**config.mk**
```make
export PLATFORM = sky130hd
export DESIGN_NAME = ptio_timer
export DESIGN_NICKNAME = d
export VERILOG_FILES = /design/src/common/ptio_pkg.sv /design/src/verilog/ptio_input_filter.sv /design/src/verilog/ptio_timer.sv
export VERILOG_INCLUDE_DIRS = /design/src /design/src/common
export SDC_FILE = /design/constraint.sdc
export NUM_CORES = 1
export LEC_CHECK = 0
export ABC_AREA = 1
export BUFFER_PORTS_ARGS = -buffer_cell sky130_fd_sc_hd__clkbuf_2
export CORE_AREA = 10 10 187 189
export CTS_BUF_LIST = sky130_fd_sc_hd__clkbuf_8
export DETAILED_ROUTE_END_ITERATION = 10
export DIE_AREA = 0 0 197 199
export PLACE_DENSITY_LB_ADDON = 0.05
export SYNTH_ARGS = -nofsm -noshare
export SYNTH_HDL_FRONTEND = slang
export SYNTH_HIERARCHICAL = 1
export SYNTH_SLANG_ARGS = --single-unit
```
**constraint.sdc**
```tcl
create_clock -name clk -period 6.9 [get_ports clk]
set_input_delay 0.345 -clock clk [delete_from_list [all_inputs] [get_ports clk]]
set_output_delay 0.345 -clock clk [all_outputs]
set_load 0.03 [all_outputs]
```
**src/common/ptio_params.svh**
```systemverilog
`ifndef PTIO_PARAMS_SVH
`define PTIO_PARAMS_SVH

// ==========================================================================
// Timing.
`define PTIO_CLK_HZ 25000000
`define PTIO_MS_CYCLES (`PTIO_CLK_HZ / 1000)
`define PTIO_FILT_US 600
`define PTIO_FILT_CYCLES ((`PTIO_FILT_US * (`PTIO_CLK_HZ / 1000000)))
`define PTIO_FLASH_HALF_MS 500
`define PTIO_PULSE_MS 100
`define PTIO_PV_MAX 20'hf423f

// ==========================================================================
// Register offsets.
`define PTIO_ADR_CTRL 8'h00
`define PTIO_ADR_SET1 8'h04
`define PTIO_ADR_SET2 8'h08
`define PTIO_ADR_PV 8'h0c
`define PTIO_ADR_STATUS 8'h10

// ==========================================================================
// Control register fields.
`define PTIO_CTRL_DOWN 0
`define PTIO_CTRL_OP_LO 1
`define PTIO_CTRL_OP_HI 2
`define PTIO_CTRL_RANGE_LO 3
`define PTIO_CTRL_RANGE_HI 5
`define PTIO_CTRL_DUAL 6
`define PTIO_CTRL_ABS 7
`define PTIO_CTRL_PULSE 8
`define PTIO_CTRL_RSTKEY 9
`define PTIO_CTRL_W 10

// ==========================================================================
// Reset values.
`define PTIO_CTRL_RST 10'h000
`define PTIO_SET1_RST 20'h00064
`define PTIO_SET2_RST 20'h00032

`endif

```
**src/common/ptio_pkg.sv**
```systemverilog
package ptio_pkg;

  // ========================================================================
  // Start input behaviour.
  typedef enum logic [1:0] {
    PTIO_OP_NORMAL = 2'b00,
    PTIO_OP_INH_A2 = 2'b01,
    PTIO_OP_INH_A3 = 2'b10,
    PTIO_OP_ACCUM = 2'b11
  } ptio_op_e;

  // ========================================================================
  // Time ranges, each one count of the present value.
  typedef enum logic [2:0] {
    PTIO_RNG_1MS = 3'b000,
    PTIO_RNG_10MS = 3'b001,
    PTIO_RNG_100MS = 3'b010,
    PTIO_RNG_1S = 3'b011,
    PTIO_RNG_01MIN = 3'b100,
    PTIO_RNG_1MIN = 3'b101,
    PTIO_RNG_01H = 3'b110,
    PTIO_RNG_1H = 3'b111
  } ptio_range_e;

  typedef logic [19:0] ptio_pv_t;

endpackage : ptio_pkg

```
**src/verilog/ptio_input_filter.sv**
```systemverilog
`timescale 1ns/10ps
`include "ptio_params.svh"

module ptio_input_filter #(
  parameter int unsigned FILT_CYCLES = `PTIO_FILT_CYCLES
) (
  input wire logic clk,
  input wire logic rst_n,
  input wire logic pinIn,
  output logic levelOut
);

  logic sync1_q;
  logic sync2_q;
  logic level_q;
  logic [15:0] cnt_q;

  // ========================================================================
  // Two-stage synchroniser; only the second stage is looked at.
  always_ff @(posedge clk or negedge rst_n) begin
    if (!rst_n) begin
      sync1_q <= 1'b0;
      sync2_q <= 1'b0;
    end else begin
      sync1_q <= pinIn;
      sync2_q <= sync1_q;
    end
  end

  // A level must stay put for the whole window before it is accepted.
  // This costs latency but keeps contact bounce away from the count.
  always_ff @(posedge clk or negedge rst_n) begin
    if (!rst_n) begin
      cnt_q <= 16'h0000;
      level_q <= 1'b0;
    end else if (sync2_q == level_q) begin
      cnt_q <= 16'h0000;
    end else if (cnt_q == 16'(FILT_CYCLES - 1)) begin
      cnt_q <= 16'h0000;
      level_q <= sync2_q;
    end else begin
      cnt_q <= cnt_q + 16'h0001;
    end
  end

  assign levelOut = level_q;

endmodule : ptio_input_filter

```
**src/verilog/ptio_timer.sv**
```systemverilog
// Added by the designer: the address map and register access over Wishbone.
`timescale 1ns/10ps
`include "ptio_params.svh"

module ptio_timer #(
  parameter int unsigned MS_CYCLES = `PTIO_MS_CYCLES,
  parameter int unsigned FILT_CYCLES = `PTIO_FILT_CYCLES
) (
  input wire logic clk,
  input wire logic rst_n,
  input wire logic wb_cyc_i,
  input wire logic wb_stb_i,
  input wire logic wb_we_i,
  input wire logic [7:0] wb_adr_i,
  input wire logic [3:0] wb_sel_i,
  input wire logic [31:0] wb_dat_i,
  output logic [31:0] wb_dat_o,
  output logic wb_ack_o,
  input wire logic startIn,
  input wire logic resetIn,
  input wire logic gateIn,
  input wire logic resetKeyIn,
  input wire logic keyProtectIn,
  output logic firstOutput,
  output logic secondOutput,
  output logic keyProtectLed,
  output logic resetLed,
  output logic firstLed,
  output logic secondLed,
  output logic unitLed
);

  // ========================================================================
  // Input conditioning.
  logic [4:0] pinVec;
  logic [4:0] lvlVec;
  logic startLvl;
  logic resetLvl;
  logic gateLvl;
  logic resetKeyLvl;
  logic keyProtLvl;

  assign pinVec = {keyProtectIn, resetKeyIn, gateIn, resetIn, startIn};

  // Every pin sees the same filter, so all inputs share one latency.
  genvar gi;
  generate
    for (gi = 0; gi < 5; gi = gi + 1) begin : gFilt
      ptio_input_filter #(
        .FILT_CYCLES(FILT_CYCLES)
      ) uFilt (
        .clk(clk),
        .rst_n(rst_n),
        .pinIn(pinVec[gi]),
        .levelOut(lvlVec[gi])
      );
    end
  endgenerate

  assign startLvl = lvlVec[0];
  assign resetLvl = lvlVec[1];
  assign gateLvl = lvlVec[2];
  assign resetKeyLvl = lvlVec[3];
  assign keyProtLvl = lvlVec[4];

  // ========================================================================
  // Registers.
  logic [`PTIO_CTRL_W-1:0] ctrl_q;
  ptio_pkg::ptio_pv_t set1_q;
  ptio_pkg::ptio_pv_t set2_q;
  ptio_pkg::ptio_pv_t pv_q;
  logic ack_q;
  logic [31:0] rdat_q;
  logic [31:0] selMask;
  logic wrEn;
  logic wrCfgOk;

  logic countDown;
  ptio_pkg::ptio_op_e opMode;
  ptio_pkg::ptio_range_e rangeSel;
  logic dualEn;
  logic absCfg;
  logic pulseMode;

  assign countDown = ctrl_q[`PTIO_CTRL_DOWN];
  assign opMode = ptio_pkg::ptio_op_e'(
    ctrl_q[`PTIO_CTRL_OP_HI:`PTIO_CTRL_OP_LO]);
  assign rangeSel = ptio_pkg::ptio_range_e'(
    ctrl_q[`PTIO_CTRL_RANGE_HI:`PTIO_CTRL_RANGE_LO]);
  assign dualEn = ctrl_q[`PTIO_CTRL_DUAL];
  assign absCfg = ctrl_q[`PTIO_CTRL_ABS];
  assign pulseMode = ctrl_q[`PTIO_CTRL_PULSE];

  // Byte lanes expand to a bit mask for partial writes.
  generate
    for (gi = 0; gi < 4; gi = gi + 1) begin : gSel
      assign selMask[gi*8 +: 8] = {8{wb_sel_i[gi]}};
    end
  endgenerate

  // A write lands on the edge where the master samples ack high.
  // The key protect switch locks the settings against bus writes.
  assign wrEn = wb_cyc_i & wb_stb_i & wb_we_i & ack_q;
  assign wrCfgOk = wrEn & ~keyProtLvl;

  // Settings storage.
  always_ff @(posedge clk or negedge rst_n) begin
    if (!rst_n) begin
      ctrl_q <= `PTIO_CTRL_RST;
      set1_q <= `PTIO_SET1_RST;
      set2_q <= `PTIO_SET2_RST;
    end else if (wrCfgOk) begin
      if (wb_adr_i == `PTIO_ADR_CTRL) begin
        ctrl_q <= (ctrl_q & ~selMask[`PTIO_CTRL_W-1:0]) |
                  (wb_dat_i[`PTIO_CTRL_W-1:0] &
                   selMask[`PTIO_CTRL_W-1:0]);
      end else if (wb_adr_i == `PTIO_ADR_SET1) begin
        set1_q <= (set1_q & ~selMask[19:0]) |
                  (wb_dat_i[19:0] & selMask[19:0]);
      end else if (wb_adr_i == `PTIO_ADR_SET2) begin
        set2_q <= (set2_q & ~selMask[19:0]) |
                  (wb_dat_i[19:0] & selMask[19:0]);
      end
    end
  end

  // ========================================================================
  // Timing control.
  logic resetAll;
  logic startPrev_q;
  logic runLatch_q;
  logic runEnable;
  logic doneAll;
  logic timeEn;
  ptio_pkg::ptio_pv_t elapsed;
  logic reach1;
  logic reach2;

  // The front key and the software key act like the reset pin.
  assign resetAll = resetLvl | resetKeyLvl | ctrl_q[`PTIO_CTRL_RSTKEY];

  // Measuring everything as elapsed time lets one compare serve both ways.
  assign elapsed = countDown ? (set1_q - pv_q) : pv_q;
  assign reach1 = (elapsed >= set1_q);
  assign reach2 = (elapsed >= set2_q);
  assign doneAll = reach1 & (~(dualEn & absCfg) | reach2);

  // Start input meaning depends on the operating mode.
  always_comb begin
    case (opMode)
      ptio_pkg::PTIO_OP_NORMAL: runEnable = runLatch_q;
      ptio_pkg::PTIO_OP_INH_A2: runEnable = ~startLvl;
      ptio_pkg::PTIO_OP_INH_A3: runEnable = ~startLvl;
      ptio_pkg::PTIO_OP_ACCUM: runEnable = startLvl;
      default: runEnable = 1'b0;
    endcase
  end

  // Reset outranks gate and start; gate only freezes.
  assign timeEn = runEnable & ~gateLvl & ~resetAll & ~doneAll;

  // Start edge latch for the normal mode; reset clears it first.
  always_ff @(posedge clk or negedge rst_n) begin
    if (!rst_n) begin
      startPrev_q <= 1'b0;
      runLatch_q <= 1'b0;
    end else begin
      startPrev_q <= startLvl;
      if (resetAll) begin
        runLatch_q <= 1'b0;
      end else if (startLvl & ~startPrev_q) begin
        runLatch_q <= 1'b1;
      end
    end
  end

  // ========================================================================
  // Time base.
  logic [15:0] msCnt_q;
  logic msTick;
  logic [21:0] rangeCnt_q;
  logic [21:0] rangeMs;
  logic pvStep;

  assign msTick = (msCnt_q == 16'(MS_CYCLES - 1));

  // Free running millisecond prescaler.
  always_ff @(posedge clk or negedge rst_n) begin
    if (!rst_n) begin
      msCnt_q <= 16'h0000;
    end else if (msTick) begin
      msCnt_q <= 16'h0000;
    end else begin
      msCnt_q <= msCnt_q + 16'h0001;
    end
  end

  // Milliseconds per present value count for each range.
  always_comb begin
    case (rangeSel)
      ptio_pkg::PTIO_RNG_1MS: rangeMs = 22'h000001;
      ptio_pkg::PTIO_RNG_10MS: rangeMs = 22'h00000a;
      ptio_pkg::PTIO_RNG_100MS: rangeMs = 22'h000064;
      ptio_pkg::PTIO_RNG_1S: rangeMs = 22'h0003e8;
      ptio_pkg::PTIO_RNG_01MIN: rangeMs = 22'h001770;
      ptio_pkg::PTIO_RNG_1MIN: rangeMs = 22'h00ea60;
      ptio_pkg::PTIO_RNG_01H: rangeMs = 22'h057e40;
      ptio_pkg::PTIO_RNG_1H: rangeMs = 22'h36ee80;
      default: rangeMs = 22'h000001;
    endcase
  end

  assign pvStep = timeEn & msTick & (rangeCnt_q >= rangeMs - 22'h000001);

  // Fraction of the current count survives a gate, lost on reset.
  always_ff @(posedge clk or negedge rst_n) begin
    if (!rst_n) begin
      rangeCnt_q <= 22'h000000;
    end else if (resetAll | pvStep) begin
      rangeCnt_q <= 22'h000000;
    end else if (timeEn & msTick) begin
      rangeCnt_q <= rangeCnt_q + 22'h000001;
    end
  end

  // Present value: elapsed when counting up, remaining when counting down.
  always_ff @(posedge clk or negedge rst_n) begin
    if (!rst_n) begin
      pv_q <= 20'h00000;
    end else if (resetAll) begin
      pv_q <= countDown ? set1_q : 20'h00000;
    end else if (pvStep) begin
      if (countDown) begin
        pv_q <= (pv_q != 20'h00000) ? pv_q - 20'h00001 : pv_q;
      end else if (pv_q != `PTIO_PV_MAX) begin
        pv_q <= pv_q + 20'h00001;
      end
    end
  end

  // ========================================================================
  // Outputs.
  logic firstOut_q;
  logic secondOut_q;
  logic firstTarget;
  logic secondTarget;
  logic [15:0] pulseCnt_q;
  logic pulseDone_q;

  // Output pairing by configuration; single setup uses the second only.
  always_comb begin
    if (!dualEn) begin
      firstTarget = 1'b0;
      secondTarget = reach1;
    end else if (absCfg) begin
      firstTarget = reach1;
      secondTarget = reach2;
    end else begin
      firstTarget = reach2;
      secondTarget = reach1;
    end
  end

  // Pulse mode holds the second output for a fixed time, then drops it.
  always_ff @(posedge clk or negedge rst_n) begin
    if (!rst_n) begin
      pulseCnt_q <= 16'h0000;
      pulseDone_q <= 1'b0;
    end else if (resetAll) begin
      pulseCnt_q <= 16'h0000;
      pulseDone_q <= 1'b0;
    end else if (secondOut_q & msTick & ~pulseDone_q) begin
      if (pulseCnt_q == 16'(`PTIO_PULSE_MS - 1)) begin
        pulseDone_q <= 1'b1;
      end else begin
        pulseCnt_q <= pulseCnt_q + 16'h0001;
      end
    end
  end

  // Outputs go off the cycle after the filtered reset is seen.
  always_ff @(posedge clk or negedge rst_n) begin
    if (!rst_n) begin
      firstOut_q <= 1'b0;
      secondOut_q <= 1'b0;
    end else if (resetAll) begin
      firstOut_q <= 1'b0;
      secondOut_q <= 1'b0;
    end else begin
      firstOut_q <= firstTarget;
      secondOut_q <= secondTarget & ~(pulseMode & pulseDone_q);
    end
  end

  // ========================================================================
  // Indicators.
  logic [15:0] flashCnt_q;
  logic flashPhase_q;
  logic coarseRange;
  logic keyProtLed_q;
  logic resetLed_q;
  logic firstLed_q;
  logic secondLed_q;
  logic unitLed_q;

  assign coarseRange = (rangeSel == ptio_pkg::PTIO_RNG_1MIN) |
                       (rangeSel == ptio_pkg::PTIO_RNG_01H) |
                       (rangeSel == ptio_pkg::PTIO_RNG_1H);

  // Half second blink phase.
  always_ff @(posedge clk or negedge rst_n) begin
    if (!rst_n) begin
      flashCnt_q <= 16'h0000;
      flashPhase_q <= 1'b0;
    end else if (msTick) begin
      if (flashCnt_q == 16'(`PTIO_FLASH_HALF_MS - 1)) begin
        flashCnt_q <= 16'h0000;
        flashPhase_q <= ~flashPhase_q;
      end else begin
        flashCnt_q <= flashCnt_q + 16'h0001;
      end
    end
  end

  // Coarse ranges change too slowly to show life, hence the blinking unit.
  always_ff @(posedge clk or negedge rst_n) begin
    if (!rst_n) begin
      keyProtLed_q <= 1'b0;
      resetLed_q <= 1'b0;
      firstLed_q <= 1'b0;
      secondLed_q <= 1'b0;
      unitLed_q <= 1'b0;
    end else begin
      keyProtLed_q <= keyProtLvl;
      resetLed_q <= resetAll;
      firstLed_q <= firstTarget & ~resetAll;
      secondLed_q <= secondTarget & ~resetAll &
                     ~(pulseMode & pulseDone_q);
      unitLed_q <= (coarseRange & timeEn) ? flashPhase_q
                                          : 1'b1;
    end
  end

  // ========================================================================
  // Bus answer: ack one cycle after the request, data sampled with it.
  always_ff @(posedge clk or negedge rst_n) begin
    if (!rst_n) begin
      ack_q <= 1'b0;
      rdat_q <= 32'h00000000;
    end else begin
      ack_q <= wb_cyc_i & wb_stb_i & ~ack_q;
      if (wb_adr_i == `PTIO_ADR_CTRL) begin
        rdat_q <= {22'h000000, ctrl_q};
      end else if (wb_adr_i == `PTIO_ADR_SET1) begin
        rdat_q <= {12'h000, set1_q};
      end else if (wb_adr_i == `PTIO_ADR_SET2) begin
        rdat_q <= {12'h000, set2_q};
      end else if (wb_adr_i == `PTIO_ADR_PV) begin
        rdat_q <= {12'h000, pv_q};
      end else if (wb_adr_i == `PTIO_ADR_STATUS) begin
        rdat_q <= {23'h000000, gateLvl, startLvl, keyProtLvl, resetAll,
                   secondOut_q, firstOut_q, reach2, reach1, timeEn};
      end else begin
        rdat_q <= 32'h00000000;
      end
    end
  end

  assign wb_ack_o = ack_q;
  assign wb_dat_o = rdat_q;
  assign firstOutput = firstOut_q;
  assign secondOutput = secondOut_q;
  assign keyProtectLed = keyProtLed_q;
  assign resetLed = resetLed_q;
  assign firstLed = firstLed_q;
  assign secondLed = secondLed_q;
  assign unitLed = unitLed_q;

endmodule : ptio_timer

```
==> results.sh, run 1 <==
export IMPL_finalWirelength_mm=45.88
export IMPL_root_buffer="clkbuf_8"
export IMPL_dr_wl_met3_mm=2.506
export IMPL_tightest_slew_ps=1036
export IMPL_yosys_warnings=6
export IMPL_synth_compound_area_share_pct=11.28
export IMPL_postLayoutCoreUtil_pct=62.61
export IMPL_ys_top_cells_by_count="nand2_1 (593), nor2_1 (310), inv_1 (277)"
export IMPL_cp_start_kind="register"
export IMPL_cpMostUsedCell="nand2_1"
export IMPL_die_w_um=197
export IMPL_start_util_pct=56.35
export IMPL_synth_most_common_cell="nand2_1"
export IMPL_yosysTopAreaCell="dfrtp_1"
export IMPL_register_area_um2=6664
export IMPL_leakage_nw=9.624
export IMPL_dp_final_hpwl_mm=34.25
export IMPL_p_total_w=0.003335
export IMPL_antenna_found_initial=0
export IMPL_placed_cell_area_um2=18270
export IMPL_synthArstFlopShare_pct=100.0
export IMPL_fin_skew_ps=32.34
export IMPL_critPathMaxStageDelay_ps=670
export IMPL_min_path_type="in2reg"
export IMPL_critPathSlowestCell="nand3_1"
export IMPL_vias_per_cell=5.527
export IMPL_die_area_um2=39200
export IMPL_syn_avg_cell_area_um2=7.339
export IMPL_max_freq_mhz=180.1
export IMPL_peakVddDrop_mv=0.1692
export IMPL_ios=94
export IMPL_netlist_instances=2398
export IMPL_drc=0
export IMPL_place_port_buffers=68
export IMPL_clkTransAtPathRegs_ps=60
export IMPL_synth_ff_type="dfrtp_1"
export IMPL_cts_num_sinks=266
export IMPL_rsz0062_at_grt="no"
export IMPL_synthMuxAreaShare_pct=0.05688
export IMPL_timing_final_crit_share_pct=80.45
export IMPL_synthesis_area_um2=17600
export IMPL_track_usage_pct=23.63
export IMPL_tns_ps=0
export IMPL_drive_gt1_share_pct=9.423
export IMPL_synth_top_family_by_area="simple AND/OR/NAND/NOR gates"
export IMPL_ys_types=56
export IMPL_critPathCaptureType="register"
export IMPL_crit_type="reg2reg"
export IMPL_instances_no_fill=2949
export IMPL_overflow=0
export IMPL_dr_pass1_iters=5
export IMPL_fin_area_um2=19550
export IMPL_hold_viol_final=0
export IMPL_drv_slew=0
export IMPL_vias=16300
export IMPL_grt_pass1_wl_mm=76.27
export IMPL_syn2layout_area_growth_pct=11.11
export IMPL_numCtsBuffers=48
export IMPL_final_nets=2678
export IMPL_multi_input_area_um2=9580
export IMPL_relSlewSlack_pct=30.75
export IMPL_p_per_area_nw_per_um2=170.6
export IMPL_worst_skew_pair_late_latency_ps=630
export IMPL_ant_nets=0
export IMPL_routedWlPerCell_um=15.56
export IMPL_grt_max_degree=175
export IMPL_cts_tree="yes"
export IMPL_ys_top_cells_by_area="dfrtp_1 (37%), nand2_1 (13%), ha_1 (8.0%)"
export IMPL_crit_chain="ha_1 -> inv_1 -> fa_1 -> a21oi_1 -> o21ai_0 -> nand2_1 -> nand2_1 -> or2_2 -> nand3_1 -> o21ai_0 -> ha_1 -> nand2_1 -> inv_1 -> nand2_1 -> nand2_1 -> a21oi_1 -> nand4_1 -> nand2_1 -> nand3_1 -> nand2_1 -> buf_4 -> nand3_1 -> nand2_1 -> nand2_1"
export IMPL_cp_max_fo=29
export IMPL_antenna_cells=0
export IMPL_required_ps=7390
export IMPL_finalSetupViolations=0
export IMPL_post_place_cells=2836
export IMPL_synth_edf_count=0
export IMPL_die_h_um=199
export IMPL_r2r_setup_slack_ps=1350
export IMPL_row_count=65
export IMPL_initialDrtViolationCount=1146
export IMPL_synth_adder_area_share_pct=8.191
export IMPL_maxCapViolCount=0
export IMPL_wl_met1_mm=21.30
export IMPL_yosys_area_share_simple_pct=30.69
export IMPL_synth_seq_cells=266
export IMPL_min_period_ps=5551
export IMPL_top_layer_used="met4"
export IMPL_place_congestion=0.9409
export IMPL_cts_buffer_depth=3
export IMPL_ys_seq_area_share_pct=37.87
export IMPL_n_fill_cell=2872
export IMPL_core_um2=31230
export IMPL_grt_pass1_vias=15506
export IMPL_crit_arrival_ps=6040
export IMPL_synth_xor_area_share_pct=3.946
export IMPL_cts_max_level=2
export IMPL_wl_met2_mm=20.94
export IMPL_outcome="completed"
export IMPL_yosys_area_top_type_share_pct=36.97
-- report_power, final --
| group | total (W) | switching (W) | internal, W |
|---|---|---|---|
| registers | 0.00160 | 0.0000204 | 0.00158 |
| clock network | 0.00157 | 0.000684 | 0.000881 |
| logic | 0.000171 | 0.000114 | 0.0000572 |
-- through the flow --
stage          hold slack [ps]  setup WS [ps]
5_1_grt                  16.06          894.6
3_5_place_dp             338.7           1479
3_3_place_gp             332.6           1493
4_1_cts                  4.104           1440
2_1_floorplan            49.41           3312
6_report                 44.84           1349
-- timing repair --
action | CTS | global route
buffers inserted | 0 | 0
endpoints found under the hold margin | 130 | 0
hold buffers | 26 | 0
gates resized for setup | 0 | 0
-- cells in the final DEF (no fill, tap or decap), types with 17 or more instances in the layout --
cell type / count
dfrtp_1: 260
nand4_1: 53
inv_2: 19
xor2_1: 58
ha_1: 112
o21ai_0: 136
clkbuf_8: 58
nand3_1: 159
a21oi_1: 100
nor2_2: 20
dlygate4sd3_1: 26
inv_1: 289
nor3_1: 35
clkbuf_2: 67
o22ai_1: 17
nor4_1: 18
nor2_1: 310
nand2_1: 593
-- path summary, 6_finish.rpt --
kind | from | endpoint | cells past startpoint
worst max-delay path | pv_q[0]$_DFFE_PN0P_ | pv_q[16]$_DFFE_PN0P_ | 24
worst min-delay path | wb_dat_i[5] | register | 3
worst max register to register | pv_q[0]$_DFFE_PN0P_ | pv_q[16]$_DFFE_PN0P_ | 24
worst min register to register | gFilt[4].uFilt/sync1_q$_DFF_PN0_ | gFilt[4].uFilt/sync2_q$_DFF_PN0_ | 0
max in group asynchronous | rst_n | gFilt[3].uFilt/levelOut$_DFFE_PN0P_ | 3
min in group asynchronous | rst_n | gFilt[0].uFilt/cnt_q[2]$_DFF_PN0_ | 2
-- kinds of logic after synthesis --
family / count (synthesis)
muxes: 1
and+or+nand+nor: 1246
xor gates and xnor gates: 75
other: 2
DFF: 266
AOI/OAI and AO/OA: 348
buffers and inverters: 346
adders and majority gates: 114
-- metal layers --
layer	track usage, %	up-vias
met3	3.870	81
li1	-	8099
met5	0	-
met4	8.203	0
met1	31.70	7675
met2	38.00	445
-- area by class of cell --
cell class / instances / share of cell area, %
clock buffers: 58 / 4.083
clock inverters: 29 / 1.152
well taps: 402 / 2.572
flip-flops and latches: 266 / 34.08
multi-input cells: 1797 / 49.00
inverters: 298 / 5.734
repair buffers: 99 / 3.379
-- critical path, delay by kind of cell, from the launching register on --
family	cells	cell delay [ps]
AND/OR/NAND/NOR	14	2360
adder cells (fa/ha/maj)	3	1060
AO/OA/AOI/OAI	4	950
flip-flops	1	590
buffers and inverters	3	440
Note: power is estimated with default switching activity, not from simulation.
==> run 2: changes to the inputs <==
==> constraint.sdc (replaced) <==
create_clock -name clk -period 5.4 [get_ports clk]
set_input_delay 0.27 -clock clk [delete_from_list [all_inputs] [get_ports clk]]
set_output_delay 0.27 -clock clk [all_outputs]
set_load 0.03 [all_outputs]
==> run 2 against run 1 <==
Effect of this change: non-clock buffer count grew 12; final cell count up 0.31%; die area unchanged; critical path depth unchanged; clock skew fell by 1.5 ps; sequential cell count stayed put; largest cell class unchanged; largest power group unchanged; highest routed layer unchanged.
==> results.sh, run 2 (synthesis results as in run 1) <==
export IMPL_critPathMaxStageDelay_ps=530
export IMPL_critPathCaptureType="register"
export IMPL_hold_viol_final=0
export IMPL_grt_pass1_vias=15630
export IMPL_core_um2=31230
export IMPL_cts_tree="yes"
export IMPL_fin_skew_ps=30.87
export IMPL_track_usage_pct=23.65
export IMPL_path_depth=24
export IMPL_max_freq_mhz=205.3
export IMPL_place_congestion=0.9483
export IMPL_ios=94
export IMPL_root_buffer="clkbuf_8"
export IMPL_maxCapViolCount=0
export IMPL_grt_max_degree=146
export IMPL_post_place_cells=2845
export IMPL_cp_max_fo=29
export IMPL_vias_per_cell=5.505
export IMPL_outcome="completed"
export IMPL_overflow=0
export IMPL_p_per_area_nw_per_um2=218.0
export IMPL_initialDrtViolationCount=1144
export IMPL_start_util_pct=56.35
export IMPL_r2r_cells=24
export IMPL_required_ps=5910
export IMPL_cp_start_kind="register"
export IMPL_die_area_um2=39200
export IMPL_min_path_type="in2reg"
export IMPL_ant_nets=0
export IMPL_cts_buffer_depth=3
export IMPL_peakVddDrop_mv=0.1810
export IMPL_routedWlPerCell_um=15.66
export IMPL_die_h_um=199
export IMPL_final_common_cell="nand2_1"
export IMPL_mostFrequentLayoutCells="nand2_1 (593), nor2_1 (310), inv_1 (289)"
export IMPL_drive_gt1_share_pct=9.624
export IMPL_syn2layout_area_growth_pct=11.72
export IMPL_crit_type="reg2reg"
export IMPL_tightest_slew_ps=1036
export IMPL_crit_family="simple AND/OR/NAND/NOR gates"
export IMPL_row_count=65
export IMPL_min_period_ps=4870
export IMPL_critPathSlowestCell="dfrtp_1"
export IMPL_crit_arrival_ps=5380
export IMPL_numCtsBuffers=48
export IMPL_drv_slew=0
export IMPL_dp_final_hpwl_mm=34.48
export IMPL_dr_pass1_iters=8
export IMPL_antenna_cells=0
export IMPL_crit_chain="inv_1 -> ha_1 -> a21oi_1 -> o21ai_0 -> a21oi_1 -> o21ai_0 -> or2_2 -> nand3_1 -> o21ai_0 -> ha_1 -> nand2_1 -> nand2_1 -> nand2_1 -> nand2_1 -> a21oi_1 -> nand4_1 -> nand2_1 -> nand3_1 -> nand2_1 -> buf_12 -> nand3_1 -> buf_4 -> nand2_1 -> nand2_1"
export IMPL_die_w_um=197
export IMPL_grt_pass1_wl_mm=76.18
export IMPL_timing_final_crit_share_pct=90.19
export IMPL_instances_no_fill=2958
export IMPL_finalWirelength_mm=46.34
export IMPL_path_buf_inv=3
export IMPL_drc=0
export IMPL_cts_max_level=2
export IMPL_clkTransAtPathRegs_ps=60
export IMPL_worst_skew_pair_late_latency_ps=640
export IMPL_place_port_buffers=68
export IMPL_antenna_found_initial=0
export IMPL_cts_num_sinks=266
export IMPL_finalSetupViolations=0
export IMPL_rsz0062_at_grt="no"
export IMPL_final_nets=2690
export IMPL_vias=16285
export IMPL_p_total_w=0.004285
export IMPL_leakage_nw=9.686
export IMPL_hold_depth=5
export IMPL_cpMostUsedCell="nand2_1"
export IMPL_relSlewSlack_pct=30.76
export IMPL_tns_ps=0
-- run 2: worst paths after layout --
kind                                                       start                            endpoint  slack, ps
worst max-delay path                         pv_q[4]$_DFFE_PN0P_                pv_q[16]$_DFFE_PN0P_        530
worst min-delay path                                     wb_we_i                            register        130
worst max register to register               pv_q[4]$_DFFE_PN0P_                pv_q[16]$_DFFE_PN0P_        530
worst min register to register  gFilt[2].uFilt/sync1_q$_DFF_PN0_    gFilt[2].uFilt/sync2_q$_DFF_PN0_        340
max in group asynchronous                                  rst_n  gFilt[3].uFilt/cnt_q[15]$_DFF_PN0_       3860
min in group asynchronous                                  rst_n   gFilt[0].uFilt/cnt_q[0]$_DFF_PN0_        250
-- run 2: final cells by class --
type / instances / area [um2]
timing repair buffer: 111 / 770.7
fill: 2912 / 11570
clock inverter: 24 / 195.2
clock buffer: 60 / 825.8
tap: 402 / 503.0
sequential: 266 / 6664
multi-input combinational: 1797 / 9580
inverter: 298 / 1121
-- run 2: through the flow --
stage	hold WS, ps	setup WS, ps	util [%]	cell area, um2
finish	133.0	529.7	62.95	19660
global placement	332.8	715.7	58.75	18350
floorplan	-25.59	1812	-	17640
detailed placement	341.0	624.5	58.75	18350
CTS	95.20	620.2	62.95	19660
global route	189.3	302.2	62.95	19660
-- run 2: what timing repair did --
action / in CTS / in global routing
hold buffers: 29 / 0
hold endpoints to repair: 171 / 0
setup endpoints to repair: 0 / 0
buffers inserted: 0 / 0
gates resized for setup: 0 / 0
-- run 2: worst min-delay path, delay by kind of cell --
| family | cells | cell delay, ps |
|---|---|---|
| buffers and inverters | 1 | 80 |
| AOI/OAI and AO/OA | 1 | 90 |
| and+or+nand+nor | 3 | 290 |
-- run 2: where the power goes --
| part | internal, W | switching [W] | total [W] |
|---|---|---|---|
| sequential | 0.00202 | 0.0000251 | 0.00204 |
| combinational | 0.0000754 | 0.000147 | 0.000223 |
| clock | 0.00115 | 0.000875 | 0.00202 |
-- run 2: layer usage --
metal / vias up / routed length, um / track usage [%]
li1: 8125 / - / -
met1: 7620 / 21140 / 31.23
met2: 456 / 21170 / 38.47
met3: 84 / 2922 / 4.681
met4: 0 / 1102 / 7.177
met5: - / 0 / 0
==> run 3: changes to the inputs <==
--- a/config.mk
+++ b/config.mk
@@ -8,10 +8,12 @@
 export LEC_CHECK = 0
 export ABC_AREA = 1
 export BUFFER_PORTS_ARGS = -buffer_cell sky130_fd_sc_hd__clkbuf_2
-export CORE_AREA = 10 10 187 189
+export CELL_PAD_IN_SITES_DETAIL_PLACEMENT = 0
+export CELL_PAD_IN_SITES_GLOBAL_PLACEMENT = 1
+export CORE_AREA = 10 10 205 207
 export CTS_BUF_LIST = sky130_fd_sc_hd__clkbuf_8
 export DETAILED_ROUTE_END_ITERATION = 10
-export DIE_AREA = 0 0 197 199
+export DIE_AREA = 0 0 215 217
 export PLACE_DENSITY_LB_ADDON = 0.05
 export SYNTH_ARGS = -nofsm -noshare
 export SYNTH_HDL_FRONTEND = slang
==> run 3 against run 2 <==
Effect of this change: maximum frequency decreased by 2.1%; worst hold slack improved by 16 ps; sequential share of layout area decreased by 0.30 points; non-clock buffer count unchanged; critical endpoint is now pv_q[19]$_DFFE_PN0P_; largest power group is now the clock network.
==> results.sh, run 3 (synthesis results as in run 1) <==
export IMPL_min_path_type="in2reg"
export IMPL_cts_num_sinks=266
export IMPL_overflow=0
export IMPL_tns_ps=0
export IMPL_max_freq_mhz=201.0
export IMPL_crit_arrival_ps=5540
export IMPL_vias_per_cell=5.158
export IMPL_vias=15883
export IMPL_track_usage_pct=20.58
export IMPL_required_ps=5960
export IMPL_routedWlPerCell_um=15.67
export IMPL_dp_final_hpwl_mm=36.54
export IMPL_placed_cell_area_um2=18480
export IMPL_critPathCaptureType="register"
export IMPL_grt_max_degree=154
export IMPL_outcome="completed"
export IMPL_drc=0
export IMPL_root_buffer="clkbuf_8"
export IMPL_cp_max_fo=20
export IMPL_cp_start_kind="register"
export IMPL_die_w_um=215
export IMPL_initialDrtViolationCount=1145
export IMPL_r2r_cells=23
export IMPL_die_h_um=217
export IMPL_die_area_um2=46660
export IMPL_tightest_slew_ps=1118
export IMPL_numCtsBuffers=50
export IMPL_post_place_cells=2961
export IMPL_cts_setup_buffers=0
export IMPL_grt_pass1_vias=15662
export IMPL_timing_final_crit_share_pct=92.13
export IMPL_place_port_buffers=68
export IMPL_rsz0062_at_grt="no"
export IMPL_worst_skew_pair_late_latency_ps=630
export IMPL_cts_max_level=2
export IMPL_mostFrequentLayoutCells="nand2_1 (593), nor2_1 (310), inv_1 (291)"
export IMPL_relSlewSlack_pct=24.87
export IMPL_p_per_area_nw_per_um2=218.3
export IMPL_grt_pass1_wl_mm=79.57
export IMPL_fin_skew_ps=15.09
export IMPL_dr_pass1_iters=7
export IMPL_peakVddDrop_mv=0.1862
export IMPL_instances_no_fill=3079
export IMPL_place_congestion=0.9302
export IMPL_leakage_nw=9.713
export IMPL_fin_area_um2=19830
export IMPL_hold_depth=5
export IMPL_cts_tree="yes"
export IMPL_row_count=72
export IMPL_antenna_found_initial=0
export IMPL_finalWirelength_mm=48.25
export IMPL_final_common_cell="nand2_1"
export IMPL_hp_start="wb_we_i"
export IMPL_start_util_pct=46.18
export IMPL_drive_gt1_share_pct=9.723
export IMPL_finalSetupViolations=0
export IMPL_ios=94
export IMPL_maxCapViolCount=0
export IMPL_clkTransAtPathRegs_ps=60
export IMPL_crit_type="reg2reg"
export IMPL_syn2layout_area_growth_pct=12.71
export IMPL_antenna_cells=0
export IMPL_cts_buffer_depth=3
export IMPL_hold_viol_final=0
export IMPL_ant_nets=0
export IMPL_r2r_setup_slack_ps=420
export IMPL_final_nets=2692
export IMPL_core_um2=38110
export IMPL_min_period_ps=4975
export IMPL_drv_slew=0
[run 3: changes by cell type in the layout (fill, tap and decap cells not counted)]
cell,before,now
inv_8,1,0
clkbuf_8,60,62
inv_1,289,291
clkinv_2,5,7
buf_4,12,13
buf_12,2,1
clkinv_8,0,1
inv_6,1,0
[run 3: per-layer routing]
layer / wire length, um / GRT usage [%]
met1: 22500 / 26.95
met5: 0 / 0
met4: 1142 / 6.501
met3: 2493 / 3.564
met2: 22110 / 34.13
[run 3: path summary, 6_finish.rpt]
check	to
worst min-delay path	register
min in group asynchronous	flashCnt_q[10]$_DFFE_PN0N_
max in group asynchronous	async pin
worst min register to register	gFilt[4].uFilt/sync2_q$_DFF_PN0_
worst max register to register	pv_q[19]$_DFFE_PN0P_
worst max-delay path	pv_q[19]$_DFFE_PN0P_
[run 3: timing repair]
item                                   in CTS  in global routing
endpoints found under the hold margin     169                  0
resized for setup                           0                  0
hold buffers                               29                  0
[run 3: report_power, final]
part	switching, W	internal, W
Clock	0.000887	0.00118
Sequential	0.0000260	0.00202
Combinational	0.000147	0.0000753
[run 3: cell type report]
cell class,count,area [um2]
repair buffers,111,758.2
clock inverters,27,209.0
flip-flops and latches,266,6664
well taps,518,648.1
clock buffers,62,853.3
fillers,3851,18270
inverters,298,1121
multi-input cells,1797,9580
[run 3: per-stage QoR]
| step | power [W] | setup WS, ps | hold WS [ps] | util, % |
|---|---|---|---|---|
| global route | 0.004529 | 104.2 | 167.8 | 52.05 |
| CTS | 0.004411 | 522.6 | 110.1 | 52.05 |
| global placement | 0.002282 | 604.8 | 333.1 | 48.50 |
| floorplan | 0.002195 | 1812 | -25.59 | - |
| finish | 0.004330 | 424.9 | 149.4 | 52.05 |
| detailed placement | 0.002286 | 572.0 | 340.3 | 48.50 |
[run 3: worst max-delay path, stage by stage, from the launching register on]
cell     delay, ps
dfrtp_1        440
inv_1          120
ha_1           200
inv_1          110
fa_1           450
a21oi_1        310
o21ai_0        260
nand2_1        120
nand2_1         60
or2_2          270
nand3_1         60
o21ai_0        130
ha_1           320
nand2_1         70
inv_1           40
nand2_1         50
nand2_1         40
a21oi_1        310
nand4_1        360
nand2_1        190
nand4_1         90
nand2_1        600
nand3_1        140
nand2_1        120
